### config.mk
export PLATFORM = sky130hd
export DESIGN_NAME = lma_regs
export DESIGN_NICKNAME = d
export VERILOG_FILES = /design/src/verilog/lma_regs.v
export VERILOG_INCLUDE_DIRS = /design/src /design/src/verilog
export SDC_FILE = /design/constraint.sdc
export NUM_CORES = 1
export LEC_CHECK = 0
export BUFFER_PORTS_ARGS = -buffer_cell sky130_fd_sc_hd__buf_2
export CAP_MARGIN = 20
export CORE_AREA = 4 4 159 161
export DETAILED_ROUTE_END_ITERATION = 10
export DIE_AREA = 0 0 163 165
export HOLD_SLACK_MARGIN = 0.05
export PLACE_DENSITY = 0.81
export SLEW_MARGIN = 10
export SYNTH_ARGS = -nofsm -noshare
export SYNTH_HDL_FRONTEND = slang
export SYNTH_SLANG_ARGS = --single-unit
### constraint.sdc
create_clock -name aclk -period 9.7 [get_ports aclk]
set_input_delay 1.455 -clock aclk [delete_from_list [all_inputs] [get_ports aclk]]
set_output_delay 1.455 -clock aclk [all_outputs]
set_load 0.05 [all_outputs]
### src/verilog/lma_defines.vh
// Purpose: Constants for the logger mission and alarm register block
// Assumes: Byte registers, one per 32-bit word, byte address = index * 4
// Notes: Indexes of the byte registers are kept; bus addresses derive
//
// Functional notes
// - In mission, temp MSB >= high threshold and high enable set sets high flag
// - In mission, temp MSB <= low threshold and low enable set sets low flag
// - In mission, humidity >= high threshold with enable sets humidity high flag
// - In mission, humidity <= low threshold with enable sets humidity low flag
// - Temperature low then high threshold bytes at consecutive registers
// - Humidity low then high threshold bytes at consecutive registers
// - Temp alarm enables in bits 1:0, upper bits read 0, locked in mission
// - Humidity alarm enables in bits 1:0, upper bits read 1, locked in mission
// - Sample unit bit: 0 counts minutes, 1 counts seconds
// - Oscillator enable bit starts or stops clock; upper bits 0; locked
// - Forced conversion or mission start sets oscillator enable
// - Start-on-alarm waits on coarse temp, logs alarm sample uncounted
// - Start-on-alarm works only with temperature logging enabled
// - Rollover wraps log; otherwise logging stops, mission stays running
// - Humidity format bit picks 8 or 16 bit, MSB at lower address
// - Temperature format bit picks 8 or 16 bit, MSB at lower address
// - Humidity base depends on the two formats when both logged
// - Temperature base fixed; humidity uses it when logged alone
// - Mission start refused unless some logging enable is set
// - Mission setup bit layout, bits 7:6 read 1, locked in mission
// - Alarm flags register read-only, battery flag bit 7, bits 6:4 read 1
// - Clear memory clears all five alarm flags together
// - Temperature comparison uses only the result MSB
// - Humidity comparison uses only the reading MSB
`ifndef LMA_DEFINES_VH
`define LMA_DEFINES_VH

// --------------------------------------------------------------
// Register indexes (byte address is four times these)
// --------------------------------------------------------------
`define LMA_IDX_TEMP_LOW_THR 12'h208
`define LMA_IDX_TEMP_HIGH_THR 12'h209
`define LMA_IDX_HUM_LOW_THR 12'h20a
`define LMA_IDX_HUM_HIGH_THR 12'h20b
`define LMA_IDX_TEMP_ALARM_EN 12'h210
`define LMA_IDX_HUM_ALARM_EN 12'h211
`define LMA_IDX_CLOCK_CTRL 12'h212
`define LMA_IDX_MISSION_SETUP 12'h213
`define LMA_IDX_ALARM_FLAGS 12'h214
`define LMA_IDX_COMMAND 12'h240
`define LMA_IDX_STATUS 12'h241
`define LMA_IDX_SAMPLE_COUNT 12'h242

// --------------------------------------------------------------
// Field positions
// --------------------------------------------------------------
`define LMA_CMD_START 0
`define LMA_CMD_STOP 1
`define LMA_CMD_CLEAR 2
`define LMA_CMD_FORCE 3
`define LMA_SET_TEMP_LOG 0
`define LMA_SET_HUM_LOG 1
`define LMA_SET_TEMP_WIDE 2
`define LMA_SET_HUM_WIDE 3
`define LMA_SET_ROLLOVER 4
`define LMA_SET_START_ALARM 5

// --------------------------------------------------------------
// Fixed read bits and log layout
// --------------------------------------------------------------
`define LMA_TEMP_EN_FILL 6'h00
`define LMA_HUM_EN_FILL 6'h3f
`define LMA_CLOCK_FILL 6'h00
`define LMA_SETUP_FILL 2'h3
`define LMA_FLAGS_FILL 3'h7
`define LMA_LOG_BASE 16'h1000
`define LMA_HUM_BASE_SAME 16'h2000
`define LMA_HUM_BASE_T8_H16 16'h1a00
`define LMA_HUM_BASE_T16_H8 16'h2400
`define LMA_LOG_END 16'h3000
`define LMA_RESP_OKAY 2'h0
`define LMA_RESP_SLVERR 2'h2

`endif

### src/verilog/lma_regs.v
// Purpose: Mission setup, alarm enables and alarm flags behind AXI4-Lite
// Assumes: Samples arrive from same-clock logic, at most one per 5 cycles
// Notes: Byte registers sit in bits 7:0 of each word, sample count in 23:0; upper bits read 0
//
// The AXI4-Lite interface to the registers is this design's own decision.
`timescale 1ns/1ps
`include "lma_defines.vh"

module lma_regs #(
	parameter ADDR_WIDTH = 14
) (
	input wire aclk,
	input wire aresetn,
	input wire [ADDR_WIDTH-1:0] awaddr,
	input wire awvalid,
	output reg awready,
	input wire [31:0] wdata,
	input wire [3:0] wstrb,
	input wire wvalid,
	output reg wready,
	output reg [1:0] bresp,
	output reg bvalid,
	input wire bready,
	input wire [ADDR_WIDTH-1:0] araddr,
	input wire arvalid,
	output reg arready,
	output reg [31:0] rdata,
	output reg [1:0] rresp,
	output reg rvalid,
	input wire rready,
	input wire sample_valid,
	input wire [15:0] temp_sample,
	input wire [15:0] hum_sample,
	output reg oscillator_enable,
	output reg sample_in_seconds,
	output reg mission_running_flag,
	output reg temp_coarse_mode,
	output reg force_conversion,
	output reg log_write,
	output reg [15:0] log_addr,
	output reg [7:0] log_data
);

	// --------------------------------------------------------------
	// Register state
	// --------------------------------------------------------------
	reg [7:0] temp_low_thr;
	reg [7:0] temp_high_thr;
	reg [7:0] hum_low_thr;
	reg [7:0] hum_high_thr;
	reg temp_high_alarm_enable;
	reg temp_low_alarm_enable;
	reg hum_high_alarm_enable;
	reg hum_low_alarm_enable;
	reg [5:0] mission_setup;
	reg battery_reset_flag;
	reg hum_high_flag;
	reg hum_low_flag;
	reg temp_high_flag;
	reg temp_low_flag;
	reg waiting_alarm;
	reg memory_cleared;
	reg log_full;
	reg start_refused;
	reg [23:0] sample_count;
	reg [15:0] temp_ptr;
	reg [15:0] hum_ptr;
	reg [7:0] rec_byte [0:3];
	reg [15:0] rec_addr [0:3];
	reg [3:0] rec_en;
	reg [1:0] rec_slot;
	reg rec_busy;

	wire temp_logging_enable = mission_setup[`LMA_SET_TEMP_LOG];
	wire hum_logging_enable = mission_setup[`LMA_SET_HUM_LOG];
	wire temp_wide_format = mission_setup[`LMA_SET_TEMP_WIDE];
	wire hum_wide_format = mission_setup[`LMA_SET_HUM_WIDE];
	wire log_rollover = mission_setup[`LMA_SET_ROLLOVER];
	wire start_on_temp_alarm = mission_setup[`LMA_SET_START_ALARM];

	// --------------------------------------------------------------
	// Bus decode
	// --------------------------------------------------------------
	wire wr_fire = awready & awvalid;
	wire rd_fire = arready & arvalid;
	wire [ADDR_WIDTH-3:0] wr_idx = awaddr[ADDR_WIDTH-1:2];
	wire [ADDR_WIDTH-3:0] rd_idx = araddr[ADDR_WIDTH-1:2];
	wire wr_byte = wr_fire & wstrb[0];
	wire [7:0] wbyte = wdata[7:0];
	// Configuration is frozen while a mission runs
	wire cfg_wr = wr_byte & ~mission_running_flag;

	function is_mapped;
		input [ADDR_WIDTH-3:0] idx;
		begin
			case (idx)
				`LMA_IDX_TEMP_LOW_THR, `LMA_IDX_TEMP_HIGH_THR,
				`LMA_IDX_HUM_LOW_THR, `LMA_IDX_HUM_HIGH_THR,
				`LMA_IDX_TEMP_ALARM_EN, `LMA_IDX_HUM_ALARM_EN,
				`LMA_IDX_CLOCK_CTRL, `LMA_IDX_MISSION_SETUP,
				`LMA_IDX_ALARM_FLAGS, `LMA_IDX_COMMAND,
				`LMA_IDX_STATUS, `LMA_IDX_SAMPLE_COUNT: is_mapped = 1'b1;
				default: is_mapped = 1'b0;
			endcase
		end
	endfunction

	wire cmd_wr = wr_byte & (wr_idx == `LMA_IDX_COMMAND);
	wire cmd_start = cmd_wr & wbyte[`LMA_CMD_START] & ~mission_running_flag;
	wire cmd_stop = cmd_wr & wbyte[`LMA_CMD_STOP] & mission_running_flag;
	wire cmd_clear = cmd_wr & wbyte[`LMA_CMD_CLEAR] & ~mission_running_flag;
	wire cmd_force = cmd_wr & wbyte[`LMA_CMD_FORCE];
	wire start_ok = temp_logging_enable | hum_logging_enable;

	// --------------------------------------------------------------
	// AXI4-Lite handshakes
	// --------------------------------------------------------------
	// Address and data are taken together, one write at a time
	always @(posedge aclk) begin
		if (!aresetn) begin
			awready <= 1'b0;
			wready <= 1'b0;
			bvalid <= 1'b0;
			bresp <= `LMA_RESP_OKAY;
			arready <= 1'b0;
			rvalid <= 1'b0;
			rresp <= `LMA_RESP_OKAY;
		end else begin
			awready <= ~awready & awvalid & wvalid & ~bvalid;
			wready <= ~awready & awvalid & wvalid & ~bvalid;
			if (wr_fire) begin
				bvalid <= 1'b1;
				bresp <= is_mapped(wr_idx) ? `LMA_RESP_OKAY :
					`LMA_RESP_SLVERR;
			end else if (bready) begin
				bvalid <= 1'b0;
			end
			arready <= ~arready & arvalid & ~rvalid;
			if (rd_fire) begin
				rvalid <= 1'b1;
				rresp <= is_mapped(rd_idx) ? `LMA_RESP_OKAY :
					`LMA_RESP_SLVERR;
			end else if (rready) begin
				rvalid <= 1'b0;
			end
		end
	end

	// --------------------------------------------------------------
	// Read data
	// --------------------------------------------------------------
	reg [31:0] next_rdata;
	always @* begin
		next_rdata = 32'h0000_0000;
		case (rd_idx)
			`LMA_IDX_TEMP_LOW_THR: next_rdata[7:0] = temp_low_thr;
			`LMA_IDX_TEMP_HIGH_THR: next_rdata[7:0] = temp_high_thr;
			`LMA_IDX_HUM_LOW_THR: next_rdata[7:0] = hum_low_thr;
			`LMA_IDX_HUM_HIGH_THR: next_rdata[7:0] = hum_high_thr;
			`LMA_IDX_TEMP_ALARM_EN: next_rdata[7:0] = {`LMA_TEMP_EN_FILL,
				temp_high_alarm_enable, temp_low_alarm_enable};
			`LMA_IDX_HUM_ALARM_EN: next_rdata[7:0] = {`LMA_HUM_EN_FILL,
				hum_high_alarm_enable, hum_low_alarm_enable};
			`LMA_IDX_CLOCK_CTRL: next_rdata[7:0] = {`LMA_CLOCK_FILL,
				sample_in_seconds, oscillator_enable};
			`LMA_IDX_MISSION_SETUP: next_rdata[7:0] =
				{`LMA_SETUP_FILL, mission_setup};
			`LMA_IDX_ALARM_FLAGS: next_rdata[7:0] = {battery_reset_flag,
				`LMA_FLAGS_FILL, hum_high_flag, hum_low_flag,
				temp_high_flag, temp_low_flag};
			`LMA_IDX_STATUS: next_rdata[7:0] = {3'h0, start_refused,
				log_full, memory_cleared, waiting_alarm,
				mission_running_flag};
			`LMA_IDX_SAMPLE_COUNT: next_rdata[23:0] = sample_count;
			default: next_rdata = 32'h0000_0000;
		endcase
	end

	always @(posedge aclk) begin
		if (!aresetn)
			rdata <= 32'h0000_0000;
		else if (rd_fire)
			rdata <= next_rdata;
	end

	// --------------------------------------------------------------
	// Configuration registers
	// --------------------------------------------------------------
	always @(posedge aclk) begin
		if (!aresetn) begin
			temp_low_thr <= 8'h00;
			temp_high_thr <= 8'h00;
			hum_low_thr <= 8'h00;
			hum_high_thr <= 8'h00;
			temp_high_alarm_enable <= 1'b0;
			temp_low_alarm_enable <= 1'b0;
			hum_high_alarm_enable <= 1'b0;
			hum_low_alarm_enable <= 1'b0;
			sample_in_seconds <= 1'b0;
			oscillator_enable <= 1'b0;
			mission_setup <= 6'h00;
			force_conversion <= 1'b0;
		end else begin
			force_conversion <= cmd_force;
			if (cfg_wr) begin
				case (wr_idx)
					`LMA_IDX_TEMP_LOW_THR: temp_low_thr <= wbyte;
					`LMA_IDX_TEMP_HIGH_THR: temp_high_thr <= wbyte;
					`LMA_IDX_HUM_LOW_THR: hum_low_thr <= wbyte;
					`LMA_IDX_HUM_HIGH_THR: hum_high_thr <= wbyte;
					`LMA_IDX_TEMP_ALARM_EN: begin
						temp_high_alarm_enable <= wbyte[1];
						temp_low_alarm_enable <= wbyte[0];
					end
					`LMA_IDX_HUM_ALARM_EN: begin
						hum_high_alarm_enable <= wbyte[1];
						hum_low_alarm_enable <= wbyte[0];
					end
					`LMA_IDX_CLOCK_CTRL: begin
						sample_in_seconds <= wbyte[1];
						oscillator_enable <= wbyte[0];
					end
					`LMA_IDX_MISSION_SETUP: mission_setup <= wbyte[5:0];
					default: ;
				endcase
			end
			// Command wins over a same-cycle oscillator write
			if (cmd_force | (cmd_start & start_ok))
				oscillator_enable <= 1'b1;
		end
	end

	// --------------------------------------------------------------
	// Sample compare and log placement
	// --------------------------------------------------------------
	wire [7:0] temp_msb = temp_sample[15:8];
	wire [7:0] hum_msb = hum_sample[15:8];
	wire temp_on = temp_logging_enable;
	wire hum_on = hum_logging_enable;
	wire hit_temp_high = temp_on & temp_high_alarm_enable &
		(temp_msb >= temp_high_thr);
	wire hit_temp_low = temp_on & temp_low_alarm_enable &
		(temp_msb <= temp_low_thr);
	wire hit_hum_high = hum_on & hum_high_alarm_enable &
		(hum_msb >= hum_high_thr);
	wire hit_hum_low = hum_on & hum_low_alarm_enable &
		(hum_msb <= hum_low_thr);

	reg [15:0] hum_base;
	always @* begin
		hum_base = `LMA_LOG_BASE;
		if (temp_on & hum_on) begin
			if (temp_wide_format == hum_wide_format)
				hum_base = `LMA_HUM_BASE_SAME;
			else if (hum_wide_format)
				hum_base = `LMA_HUM_BASE_T8_H16;
			else
				hum_base = `LMA_HUM_BASE_T16_H8;
		end
	end

	wire [15:0] temp_end = hum_on ? hum_base : `LMA_LOG_END;
	wire [15:0] temp_step = temp_wide_format ? 16'h0002 : 16'h0001;
	wire [15:0] hum_step = hum_wide_format ? 16'h0002 : 16'h0001;
	wire temp_fits = (temp_ptr + temp_step) <= temp_end;
	wire hum_fits = (hum_ptr + hum_step) <= `LMA_LOG_END;
	wire no_room = (temp_on & ~temp_fits) | (hum_on & ~hum_fits);
	wire [15:0] temp_at = temp_fits ? temp_ptr : `LMA_LOG_BASE;
	wire [15:0] hum_at = hum_fits ? hum_ptr : hum_base;

	wire sample_taken = sample_valid & mission_running_flag & ~rec_busy &
		~log_full;
	wire waiting_hit = waiting_alarm & (hit_temp_high | hit_temp_low);
	wire do_log = sample_taken & (~waiting_alarm | waiting_hit) &
		~(no_room & ~log_rollover);
	wire full_now = sample_taken & (~waiting_alarm | waiting_hit) &
		no_room & ~log_rollover;

	// --------------------------------------------------------------
	// Mission state and alarm flags
	// --------------------------------------------------------------
	always @(posedge aclk) begin
		if (!aresetn) begin
			mission_running_flag <= 1'b0;
			waiting_alarm <= 1'b0;
			temp_coarse_mode <= 1'b0;
			memory_cleared <= 1'b0;
			log_full <= 1'b0;
			start_refused <= 1'b0;
			sample_count <= 24'h000000;
			temp_ptr <= `LMA_LOG_BASE;
			hum_ptr <= `LMA_LOG_BASE;
			// Reset here stands for a power-on event
			battery_reset_flag <= 1'b1;
			hum_high_flag <= 1'b0;
			hum_low_flag <= 1'b0;
			temp_high_flag <= 1'b0;
			temp_low_flag <= 1'b0;
		end else begin
			if (cmd_start) begin
				start_refused <= ~start_ok;
				if (start_ok) begin
					mission_running_flag <= 1'b1;
					memory_cleared <= 1'b0;
					log_full <= 1'b0;
					temp_ptr <= `LMA_LOG_BASE;
					hum_ptr <= hum_base;
					waiting_alarm <= start_on_temp_alarm &
						temp_logging_enable;
					temp_coarse_mode <= start_on_temp_alarm &
						temp_logging_enable;
				end
			end
			if (cmd_stop) begin
				mission_running_flag <= 1'b0;
				temp_coarse_mode <= 1'b0;
			end
			if (cmd_clear) begin
				memory_cleared <= 1'b1;
				sample_count <= 24'h000000;
			end
			// Full memory stops logging; mission stays running
			if (full_now)
				log_full <= 1'b1;
			if (do_log) begin
				temp_ptr <= temp_at + temp_step;
				hum_ptr <= hum_at + hum_step;
				if (waiting_hit) begin
					waiting_alarm <= 1'b0;
					temp_coarse_mode <= 1'b0;
				end else begin
					// The triggering sample is not counted
					sample_count <= sample_count + 24'h000001;
				end
			end
			// Clear first so a same-cycle alarm still lands
			if (cmd_clear) begin
				battery_reset_flag <= 1'b0;
				hum_high_flag <= 1'b0;
				hum_low_flag <= 1'b0;
				temp_high_flag <= 1'b0;
				temp_low_flag <= 1'b0;
			end
			if (sample_taken) begin
				// Sticky until the next clear
				if (hit_temp_high)
					temp_high_flag <= 1'b1;
				if (hit_temp_low)
					temp_low_flag <= 1'b1;
				if (hit_hum_high & ~waiting_alarm)
					hum_high_flag <= 1'b1;
				if (hit_hum_low & ~waiting_alarm)
					hum_low_flag <= 1'b1;
			end
		end
	end

	// --------------------------------------------------------------
	// Record writer, one log byte per cycle
	// --------------------------------------------------------------
	always @(posedge aclk) begin
		if (!aresetn) begin
			rec_en <= 4'h0;
			rec_busy <= 1'b0;
			rec_slot <= 2'h0;
		end else if (do_log) begin
			rec_en <= {hum_on & hum_wide_format, hum_on,
				temp_on & temp_wide_format, temp_on};
			rec_busy <= 1'b1;
			rec_slot <= 2'h0;
		end else if (rec_busy) begin
			rec_slot <= rec_slot + 2'h1;
			if (rec_slot == 2'h3)
				rec_busy <= 1'b0;
		end
	end

	// Slots 0..3: temp MSB, temp LSB, hum MSB, hum LSB
	always @(posedge aclk) begin
		if (do_log) begin
			rec_byte[0] <= temp_sample[15:8];
			rec_byte[1] <= temp_sample[7:0];
			rec_byte[2] <= hum_sample[15:8];
			rec_byte[3] <= hum_sample[7:0];
			rec_addr[0] <= temp_at;
			rec_addr[1] <= temp_at + 16'h0001;
			rec_addr[2] <= hum_at;
			rec_addr[3] <= hum_at + 16'h0001;
		end
	end

	always @(posedge aclk) begin
		if (!aresetn) begin
			log_write <= 1'b0;
			log_addr <= 16'h0000;
			log_data <= 8'h00;
		end else begin
			log_write <= rec_busy & rec_en[rec_slot];
			if (rec_busy & rec_en[rec_slot]) begin
				log_addr <= rec_addr[rec_slot];
				log_data <= rec_byte[rec_slot];
			end
		end
	end

endmodule // lma_regs

After elaboration in Yosys (flattened, before gate mapping). Memory sizes are Yosys's and may differ from the RTL's. A register that Yosys moved wholly into a read port is not among the register bits. Index checks and enable logic that the tools add are counted.

Input port bits: 104. Memories: 2. Output and inout port bits: 71. Logic and storage cells: 238. Flip-flop bits (word level): 152. Bits in writable memories: 96.

Muxes and demuxes: 66. Magnitude comparators: 7. Bitwise gates (word level): 63. Reductions and logical operators: 29. Eq/ne operators: 26. $add $sub $neg: 8.

Memory list: rec_addr (words 4, width 16, read ports 1, clocked after memory_dff 1, wr ports 4, RTL line lma_regs.v:69) `reg [15:0] rec_addr [0:3];`; rec_byte (words 4, width 8, read ports 1, clocked after memory_dff 1, wr ports 4, RTL line lma_regs.v:68) `reg [7:0] rec_byte [0:3];`.

Operator list (number): == test 12 x 10 -> 1 bit (second input constant) (24); 2-to-1 mux 16 bit (10); one-hot mux 8 bit (11 select lines) (1); 2-to-1 mux 24 bit (3); adder 16 x 2 -> 16 bit (4); AND 1 bit (44); 2-to-1 mux 1 bit (44); 2-to-1 mux 14 bit (3); adder 16 x 1 -> 16 bit (second input constant) (2); AND reduction 2 bit (13); adder 24 x 1 -> 24 bit (second input constant) (1); OR reduction 12 bit (2); nonzero test 2 bit (10); greater-or-equal comparator 8 bit (2); <= comparator 16 x 14 -> 1 bit (second input constant) (1); <= comparator 16 bit (1); <= comparator 8 bit (2); NOT 1 bit (14); 2-to-1 mux 2 bit (4); bitwise OR 1 bit (5); OR reduction 2 bit (2); less-than comparator 2 x 3 -> 1 bit (second input constant) (1); adder 2 x 1 -> 2 bit (second input constant) (1); binary-select mux 1 bit (select 2 bit) (1); 3 further kinds (4).

Longest topological paths before layout. Gate-level depths: netlist of run 1.

Word-level depth: 13. Mapped depth: 22. Depth with buffers taken out: 21.

Worst setup path before layout of run 1. OpenSTA, ideal clock, no wires.

Path type: input -> register. Start: in temp_sample[13]. End: mem rec_addr[0][0] (enable). Library setup time: 414 ps. Buffers on the path: 1. Data arrival time: 4344 ps. Stages on the path: 9. Setup slack: 4942 ps. Data required time: 9286 ps. Path through: ha_1 a211o_1 o211ai_1 o2111ai_1 a21oi_1 nor3_1 a211o_1 inv_1 buf_2.

RTL lines: start, declared (RTL line lma_regs.v:32) `input wire [15:0] temp_sample,`; end, declared (RTL line lma_regs.v:69).

==> results of run 1 <==
[worst min-delay path: stages, from the launching register on]
cell and delay [ns]:
dfxtp_1 0.31, nand2_1 0.05, nand2_1 0.04
[synthesized netlist by cell type (31+ instances only)]
library cell,instances,area share
a21oi_1,81,0.029
mux2i_1,76,0.054
clkbuf_1,51,0.014
inv_1,64,0.017
edfxtp_1,96,0.20
xnor2_1,32,0.020
mux4_2,31,0.049
nand3_1,75,0.027
dfxtp_1,174,0.25
o21ai_0,48,0.017
ha_1,49,0.043
nor2_1,168,0.045
nand2_1,108,0.029
[registers in the layout, summed over array words and instances, names as in the netlist, 2 cells and up]
register	flops
rec_addr	64
temp_high_thr	8
log_data	8
rdata	24
rec_en	4
log_addr	16
sample_count	24
temp_ptr	16
rec_byte	32
mission_setup	6
hum_ptr	16
hum_low_thr	8
rec_slot	2
hum_high_thr	8
temp_low_thr	8
[final timing paths]
check,startpoint,to,cells past startpoint,slack [ns]
hold / removal,battery_reset_flag,battery_reset_flag,2,0.45
setup / recovery,mission_setup[2],rec_addr[2][8],16,3.97
hold reg to reg,battery_reset_flag,battery_reset_flag,2,0.45
setup reg to reg,mission_setup[2],rec_addr[2][8],16,3.97
[cell families (layout without fill, tap and decap cells)]
logic type / count (synthesis) / in the layout / synth area share
adder cells (fa/ha/maj): 53 / 53 / 0.0491
flip-flops: 270 / 270 / 0.451
AO/OA/AOI/OAI: 268 / 268 / 0.135
XOR/XNOR: 40 / 40 / 0.0248
buffers and inverters: 160 / 266 / 0.0522
other: 1 / 10 / 0.000266
AND/OR/NAND/NOR: 522 / 522 / 0.182
multiplexers: 110 / 110 / 0.106
[report_power, final]
part	total [uW]	switching, uW	internal [uW]
registers	1170	1.06	1170
logic	87.7	61.4	26.3
clock network	1190	466	725
total	2450	529	1920
[final cells by class]
class                           instances  area (sq um)
Clock buffer                           30           751
Fill cell                            1862          8060
Sequential cell                       270          6370
Clock inverter                         24           292
Timing Repair Buffer                  147           788
Tap cell                              324           405
Multi-Input combinational cell       1003          7050
Inverter                               65           249
[per-stage QoR]
step / cell area [sq um] / cells / power (uW) / worst slack, ns / hold slack, ns
2_1_floorplan: 14100 / 1433 / 1250 / 4.94 / 0.423
4_1_cts: 15900 / 1860 / 2460 / 4.09 / 0.451
3_5_place_dp: 14800 / 1806 / 1280 / 4.14 / 0.434
3_3_place_gp: 14800 / 1806 / 1280 / 4.25 / 0.426
5_1_grt: 15900 / 1863 / 2520 / 3.62 / 0.471
6_report: 15900 / 1863 / 2450 / 3.97 / 0.451
[routing by layer]
| metal | vias up | share of wire | track usage |
|---|---|---|---|
| met4 | 2 | 0.036 | 0.0942 |
| met1 | 5457 | 0.41 | 0.349 |
| met2 | 465 | 0.48 | 0.452 |
| met5 | - | 0.00036 | 0 |
| li1 | 5344 | - | - |
| met3 | 88 | 0.068 | 0.0382 |
==> flow_summary.yaml, run 1 <==
floorplanning:
  fp.dieW_um: 163
  core_area_sq_mm: 0.0240
  dieHeight_um: 165
  io_pins: 175
  rows: 57
  initial_core_util: 0.589
  die_area_sq_mm: 0.0269
clock_tree:
  clkSinkCount: 270
  cts_hold_buf: 0
  cts_max_path_buffers: 3
  clk_pin_slew_ns: 0.07
  cts.htree.levels: 1
  cts.root.buffer_cell: "clkbuf_16"
  clk-insertion-delay-late_ns: 0.56
  cts_setup_buffers: 0
  post_cts_resized: 0
  cts_tree: "built"
  cts_buffers: 29
pwr:
  power_density_mw_per_mm2: 154
  ir_drop_mv: 0.127
  power.leakage_uw: 0.00623
global_routing:
  grt_max_degree: 87
  grt_use_total: 0.266
  grt_pass1_vias: 11045
  grt_first_pass_wirelength_mm: 57.7
  antenna_found_initial: 1
  grt_overflow: 0
job:
  maxCapViolCount: 0
routing:
  drt_iter0_markers: 992
  wl_mm: 36.1
  wl_per_cell_um: 19.4
  ant_nets: 0
  routed-via-count: 11356
  drc: 0
  first_pass_iters: 5
  vias_per_cell: 6.10
yosys:
  synth_ff_type: "dfxtp_1"
  async_reset_ff_frac: 0
  syn_area_per_cell_sq_um: 9.91
  synth_seq_cells: 270
  synth.yosys.seq_area_share: 0.451
  synth.cell_area_sq_mm: 0.0141
  synth_edf_count: 96
  synth_cell_type_count: 86
  yosys_warnings: 0
  syn_inst: 1424
setup_path:
  max_stage_delay_ns: 0.69
  critPathKind: "flop to flop"
  worstPathArrival_ns: 5.89
  cp-start-kind: "flop"
  cp_num_buf_inv: 4
  critPathMaxFanout: 62
  cp_top_family: "buffers and inverters"
  endpoint_kind: "flop"
  crit_required_ns: 9.86
  crit_chain: "inv_1 > ha_1 > fa_1 > nand3_1 > nor3_1 > nand3_1 > xnor2_1 > ha_1 > nand4_1 > a2111oi_0 > a22o_1 > a21oi_4 > a211o_1 > buf_4 > inv_4 > buf_4"
  critPathSlowestCell: "buf_4"
sta:
  rsz0062_at_grt: "false"
  setup_tns_ns: 0
  fmax_mhz: 175
  finalCritPeriodShare: 0.590
  tightest_slew_ns: 1.04
  worst_clock_skew_ns: 0.0307
  setup_viol: 0
  relSlewSlack: 0.302
  maxSlewViolCount: 0
  timing_hold_violations_final: 0
  fin_crit_ns: 5.73
layout:
  final_common_cell: "dfxtp_1"
  fin_util: 0.664
  drive_gt1_frac: 0.183
  layout.nets: 1673
  layout_common_cells: "dfxtp_1 (173), nor2_1 (168), buf_2 (133)"
  antennaDiodeCount: 0
  areaGrowthSynthToFinish_pct: 12.7
placed_design:
  gp_congestion: 0.918
  dpl.hpwl_mm: 25.3
  port_buffers: 133
outcome:
  outcome: "finished clean"
min_path:
  hold_path.class: "flop to flop"
Power figures use the tool's default switching activity.
==> run 2: changes to the inputs <==
- ABC_AREA: unset -> 1
- CORE_AREA: 4 4 159 161 -> 4 4 170 172
- DIE_AREA: 0 0 163 165 -> 0 0 174 176
- PLACE_DENSITY: 0.81 -> 0.76
- clock period: 9.7 -> 4.6 ns (I/O delays scaled with it)
==> flow_summary.yaml, run 2 <==
outcome:
  outcome: "finished clean"
floorplanning:
  dieHeight_um: 176
  core_area_sq_mm: 0.0275
  die_area_sq_mm: 0.0306
  rows: 61
  fp.dieW_um: 174
  io_pins: 175
  initial_core_util: 0.524
global_routing:
  grt_max_degree: 97
  grt_overflow: 0
  grt_first_pass_wirelength_mm: 63.6
  antenna_found_initial: 1
  grt_pass1_vias: 12261
  grt_use_total: 0.252
setup_path:
  critPathSlowestCell: "dfxtp_1"
  endpoint_kind: "flop"
  worstPathArrival_ns: 4.74
  cp_top_family: "simple AND/OR/NAND/NOR gates"
  cp-start-kind: "flop"
  critPathMaxFanout: 5
  cp_num_buf_inv: 3
  cp_common_cell: "nand2_1"
  critPathKind: "flop to flop"
  max_stage_delay_ns: 0.36
  crit_required_ns: 5.00
clock_tree:
  cts.htree.levels: 1
  cts_buffers: 29
  cts_max_path_buffers: 3
  clkSinkCount: 270
  cts_tree: "built"
  cts.root.buffer_cell: "clkbuf_16"
  cts_hold_buf: 0
  clk-insertion-delay-late_ns: 0.56
  clk_pin_slew_ns: 0.06
routing:
  ant_nets: 0
  vias_per_cell: 5.65
  drt_iter0_markers: 1140
  first_pass_iters: 5
  wl_mm: 40.3
  wl_per_cell_um: 17.2
  drc: 0
  routed-via-count: 13266
pwr:
  netSwitchingFraction: 0.222
  power_frac_seq: 0.491
  power.leakage_uw: 0.00648
  power.switching_uw: 1110
  power_density_mw_per_mm2: 305
  pwr-share-comb: 0.037
  ir_drop_mv: 0.264
  internal_power_uw: 3900
  power.total_uw: 5010
  clkPwrFrac: 0.472
layout:
  reg_top3: "rec_addr: 64 flops, rec_byte: 32 flops"
  multi_input_area_sq_mm: 0.00685
  layout.nets: 2136
  drive_gt1_frac: 0.134
  fillers: 2487
  final_common_cell: "nand2_1"
  fin_area_sq_mm: 0.0165
  layout_common_cells: "nand2_1 (275), nor2_1 (244), inv_1 (218)"
  top_register: "rec_addr"
  antennaDiodeCount: 0
  fin_util: 0.599
  register_area_sq_mm: 0.00637
  largest_reg_flops: 64
  areaGrowthSynthToFinish_pct: 14.3
yosys:
  yosys_warnings: 0
  synth.cells.most_frequent: "nand2_1 (275), nor2_1 (249), inv_1 (221), dfxtp_1 (174), o21ai_0 (169)"
  yosys-top-cells-area: "dfxtp_1 (24%), edfxtp_1 (20%), nand2_1 (7.2%), nor2_1 (6.5%), o21ai_0 (5.9%)"
  synth.yosys.seq_area_share: 0.442
  yosysMostFrequentCell: "nand2_1"
  syn_area_per_cell_sq_um: 7.76
  synth_cell_type_count: 53
  yosys.area.top_type: "dfxtp_1"
  async_reset_ff_frac: 0
  synth.cell_area_sq_mm: 0.0144
  synth_top_area_frac: 0.242
  synth_edf_count: 96
  synth_ff_type: "dfxtp_1"
  synth_seq_cells: 270
  syn_inst: 1855
placed_design:
  pre_cts_ws_ns: 0.0926
  port_buffers: 133
  dpl_cell_area_sq_mm: 0.0154
  dpl.hpwl_mm: 29.4
  gp_congestion: 0.953
sta:
  rsz0062_at_grt: "true"
  tightest_slew_ns: 1.11
  whs_ns: 0.306
  setup_viol: 0
  maxSlewViolCount: 0
  timing_hold_violations_final: 0
  fin_ws_ns: 0.255
  finalCritPeriodShare: 0.945
  relSlewSlack: 0.262
  fin_crit_ns: 4.34
  worst_clock_skew_ns: 0.0187
  fmax_mhz: 230
min_path:
  hold_path.class: "primary input to flop"
job:
  maxCapViolCount: 0
run 2: changes by cell type after synthesis, moves of 21 or more:
cell	previous run	this run
nand2b_1	23	0
xor2_1	8	46
mux4_2	31	0
xnor2_1	32	7
nand3_1	75	109
nand2_1	108	275
o21ai_0	48	169
and3_1	21	0
a21oi_1	81	155
nor2_1	168	249
mux2i_1	76	0
inv_1	64	221
run 2: layer usage:
metal	vias up	global-route usage	part of all wire
li1	6482	-	-
met3	60	0.0435	0.088
met4	2	0.0528	0.019
met5	-	0	0.00020
met2	543	0.406	0.46
met1	6179	0.360	0.44
run 2: final timing paths:
check | startpoint | endpoint | slack, ns | depth (start not counted)
max | temp_ptr[1] | temp_ptr[13] | 0.26 | 27
min | hum_sample[5] | rec_byte[3][5] | 0.31 | 1
max reg2reg | temp_ptr[1] | temp_ptr[13] | 0.26 | 27
min reg2reg | arready | arready | 0.45 | 1
run 2: cells by family (layout without fill, tap and decap cells):
logic type,after synthesis,in the layout,synth area share
compound gates,421,421,0.163
xor+xnor,53,53,0.0322
fa+ha+maj,53,53,0.0481
buf+inv,313,451,0.0882
flops,270,270,0.442
other cells,1,10,0.000260
simple gates,744,744,0.226
run 2: through the flow:
stage	std cells	setup TNS, ns
floorplan	1864	0
global placement	2291	0
detailed placement	2291	0
CTS	2345	0
global route	2348	-0.0941
finish	2348	0
run 2: layout make-up:
class,instances,area share
Clock buffer,35,0.0455
Clock inverter,19,0.0131
Inverter,232,0.0538
Multi-Input combinational cell,1281,0.416
Sequential cell,270,0.387
Tap cell,346,0.0263
Timing Repair Buffer,165,0.0581
run 2: worst register-to-register path: cells and delay by family, from the launching register on:
family	cells	cell delay (ns)
AND/OR/NAND/NOR	16	2.21
adder cells (fa/ha/maj)	3	0.82
AO/OA/AOI/OAI	4	0.45
flip-flops	1	0.36
buffers and inverters	3	0.19
XOR/XNOR	1	0.13
run 2: repair_timing:
action                     CTS  global route
resized for setup            0            18
setup endpoints to repair    0           108
setup buffers                0             2
run 2: power by group through the flow:
| stage | combinational [uW] | sequential, uW | clock (uW) |
|---|---|---|---|
| 3_3_place_gp | 175 | 2510 | 0 |
| 3_5_place_dp | 179 | 2510 | 0 |
| 6_report | 183 | 2460 | 2370 |
| 5_1_grt | 202 | 2460 | 2500 |
| 4_1_cts | 181 | 2460 | 2390 |
| 2_1_floorplan | 102 | 2520 | 0 |
==> run 3: changes to the inputs <==
- CAP_MARGIN: 20 -> 25
- RECOVER_POWER: unset -> 100
==> flow_summary.yaml, run 3 (synthesis gave the netlist of run 2 again) <==
layout:
  reg_top3: "rec_addr: 64 flops, rec_byte: 32 flops"
  layout.nets: 2138
  largest_reg_flops: 64
  final_common_cell: "nand2_1"
  areaGrowthSynthToFinish_pct: 13.4
  drive_gt1_frac: 0.0908
  layout_common_cells: "nand2_1 (275), nor2_1 (245), inv_1 (219)"
  antennaDiodeCount: 0
  top_register: "rec_addr"
  stdcell_count: 2350
setup_path:
  ff2ff_path_depth: 29
  max_stage_delay_ns: 0.36
  crit_required_ns: 5.09
  r2r-start: "temp_ptr[1]"
  critPathMaxFanout: 5
  cp_common_cell: "inv_1"
  endpoint_kind: "flop"
  critPathSlowestCell: "dfxtp_1"
  worstPathArrival_ns: 4.83
  reg2reg_slack_ns: 0.27
  critPathKind: "flop to flop"
  crit_start: "temp_ptr[1]"
  cp-start-kind: "flop"
clock_tree:
  cts_tree: "built"
  cts_max_path_buffers: 3
  cts_hold_buf: 0
  clk-insertion-delay-late_ns: 0.56
  cts_buffers: 29
  cts.htree.levels: 1
  clk_pin_slew_ns: 0.06
  clkSinkCount: 270
  cts.root.buffer_cell: "clkbuf_16"
pwr:
  power_density_mw_per_mm2: 307
  ir_drop_mv: 0.259
  power.total_uw: 5010
  power.leakage_uw: 0.00615
sta:
  relSlewSlack: 0.0469
  finalCritPeriodShare: 0.942
  tightest_slew_ns: 1.43
  setup_viol: 0
  worst_clock_skew_ns: 0.0194
  fin_ws_ns: 0.265
  rsz0062_at_grt: "true"
  fmax_mhz: 231
  fin_crit_ns: 4.33
  maxSlewViolCount: 0
  timing_hold_violations_final: 0
placed_design:
  dpl.hpwl_mm: 29.4
  gp_congestion: 0.953
  pre_cts_ws_ns: 0.0926
  placedCellCount: 2291
  port_buffers: 133
floorplanning:
  core_area_sq_mm: 0.0275
  rows: 61
  initial_core_util: 0.524
  dieHeight_um: 176
  die_area_sq_mm: 0.0306
  io_pins: 175
  fp.dieW_um: 174
min_path:
  whs_path_depth: 1
  hold_path.class: "primary input to flop"
  hold_start: "hum_sample[7]"
routing:
  ant_nets: 0
  routed-via-count: 13187
  wl_mm: 40.3
  drc: 0
  wl_per_cell_um: 17.1
  drt_iter0_markers: 1130
  first_pass_iters: 5
  vias_per_cell: 5.61
global_routing:
  grt_pass1_vias: 12261
  grt_max_degree: 97
  grt_use_total: 0.252
  antenna_found_initial: 1
  grt_overflow: 0
  grt_first_pass_wirelength_mm: 63.6
outcome:
  outcome: "finished clean"
job:
  maxCapViolCount: 0
-- run 3: worst paths after layout --
check | end
max reg2reg | temp_ptr[14]
max | temp_ptr[14]
min reg2reg | arready
min | rec_byte[3][7]
-- run 3: worst max-delay path: cells and delay by family, from the launching register on --
family	cells	cell delay, ns
simple gates	15	1.81
buf+inv	5	0.44
fa+ha+maj	4	1.01
xor+xnor	1	0.14
compound gates	4	0.51
flops	1	0.36
-- run 3: repair_timing --
item / in CTS / in global routing
resized for setup: 0 / 18
hold endpoints to repair: 0 / 0
setup endpoints to repair: 0 / 106
setup buffers: 0 / 2
-- run 3: report_power, final --
group | internal (uW) | switching [uW] | total [uW]
Clock | 1390 | 975 | 2360
Sequential | 2460 | 1.63 | 2460
Combinational | 51.4 | 130 | 182
-- run 3: metal layers --
layer	part of all wire	GRT usage	vias to the layer above
li1	-	-	6479
met1	0.44	0.360	6136
met2	0.46	0.406	508
met3	0.083	0.0435	62
met4	0.018	0.0528	2
met5	0.00020	0	-
-- run 3: per-stage QoR --
step / area (sq um) / hold slack (ns) / TNS (ns) / utilization
5_1_grt: 16300 / 0.288 / -0.167 / 0.594
4_1_cts: 16400 / 0.294 / 0 / 0.595
3_5_place_dp: 15400 / 0.429 / 0 / 0.560
6_report: 16300 / 0.306 / 0 / 0.594
3_3_place_gp: 15400 / 0.427 / 0 / 0.560
2_1_floorplan: 14400 / 0.419 / 0 / -
-- run 3: cell type report --
cell class              count  area, sq um
fillers                  2543        11100
clock inverters            19          215
repair buffers            167          867
clock buffers              35          748
well taps                 346          433
inverters                 232          886
multi-input cells        1281         6820
flip-flops and latches    270         6370
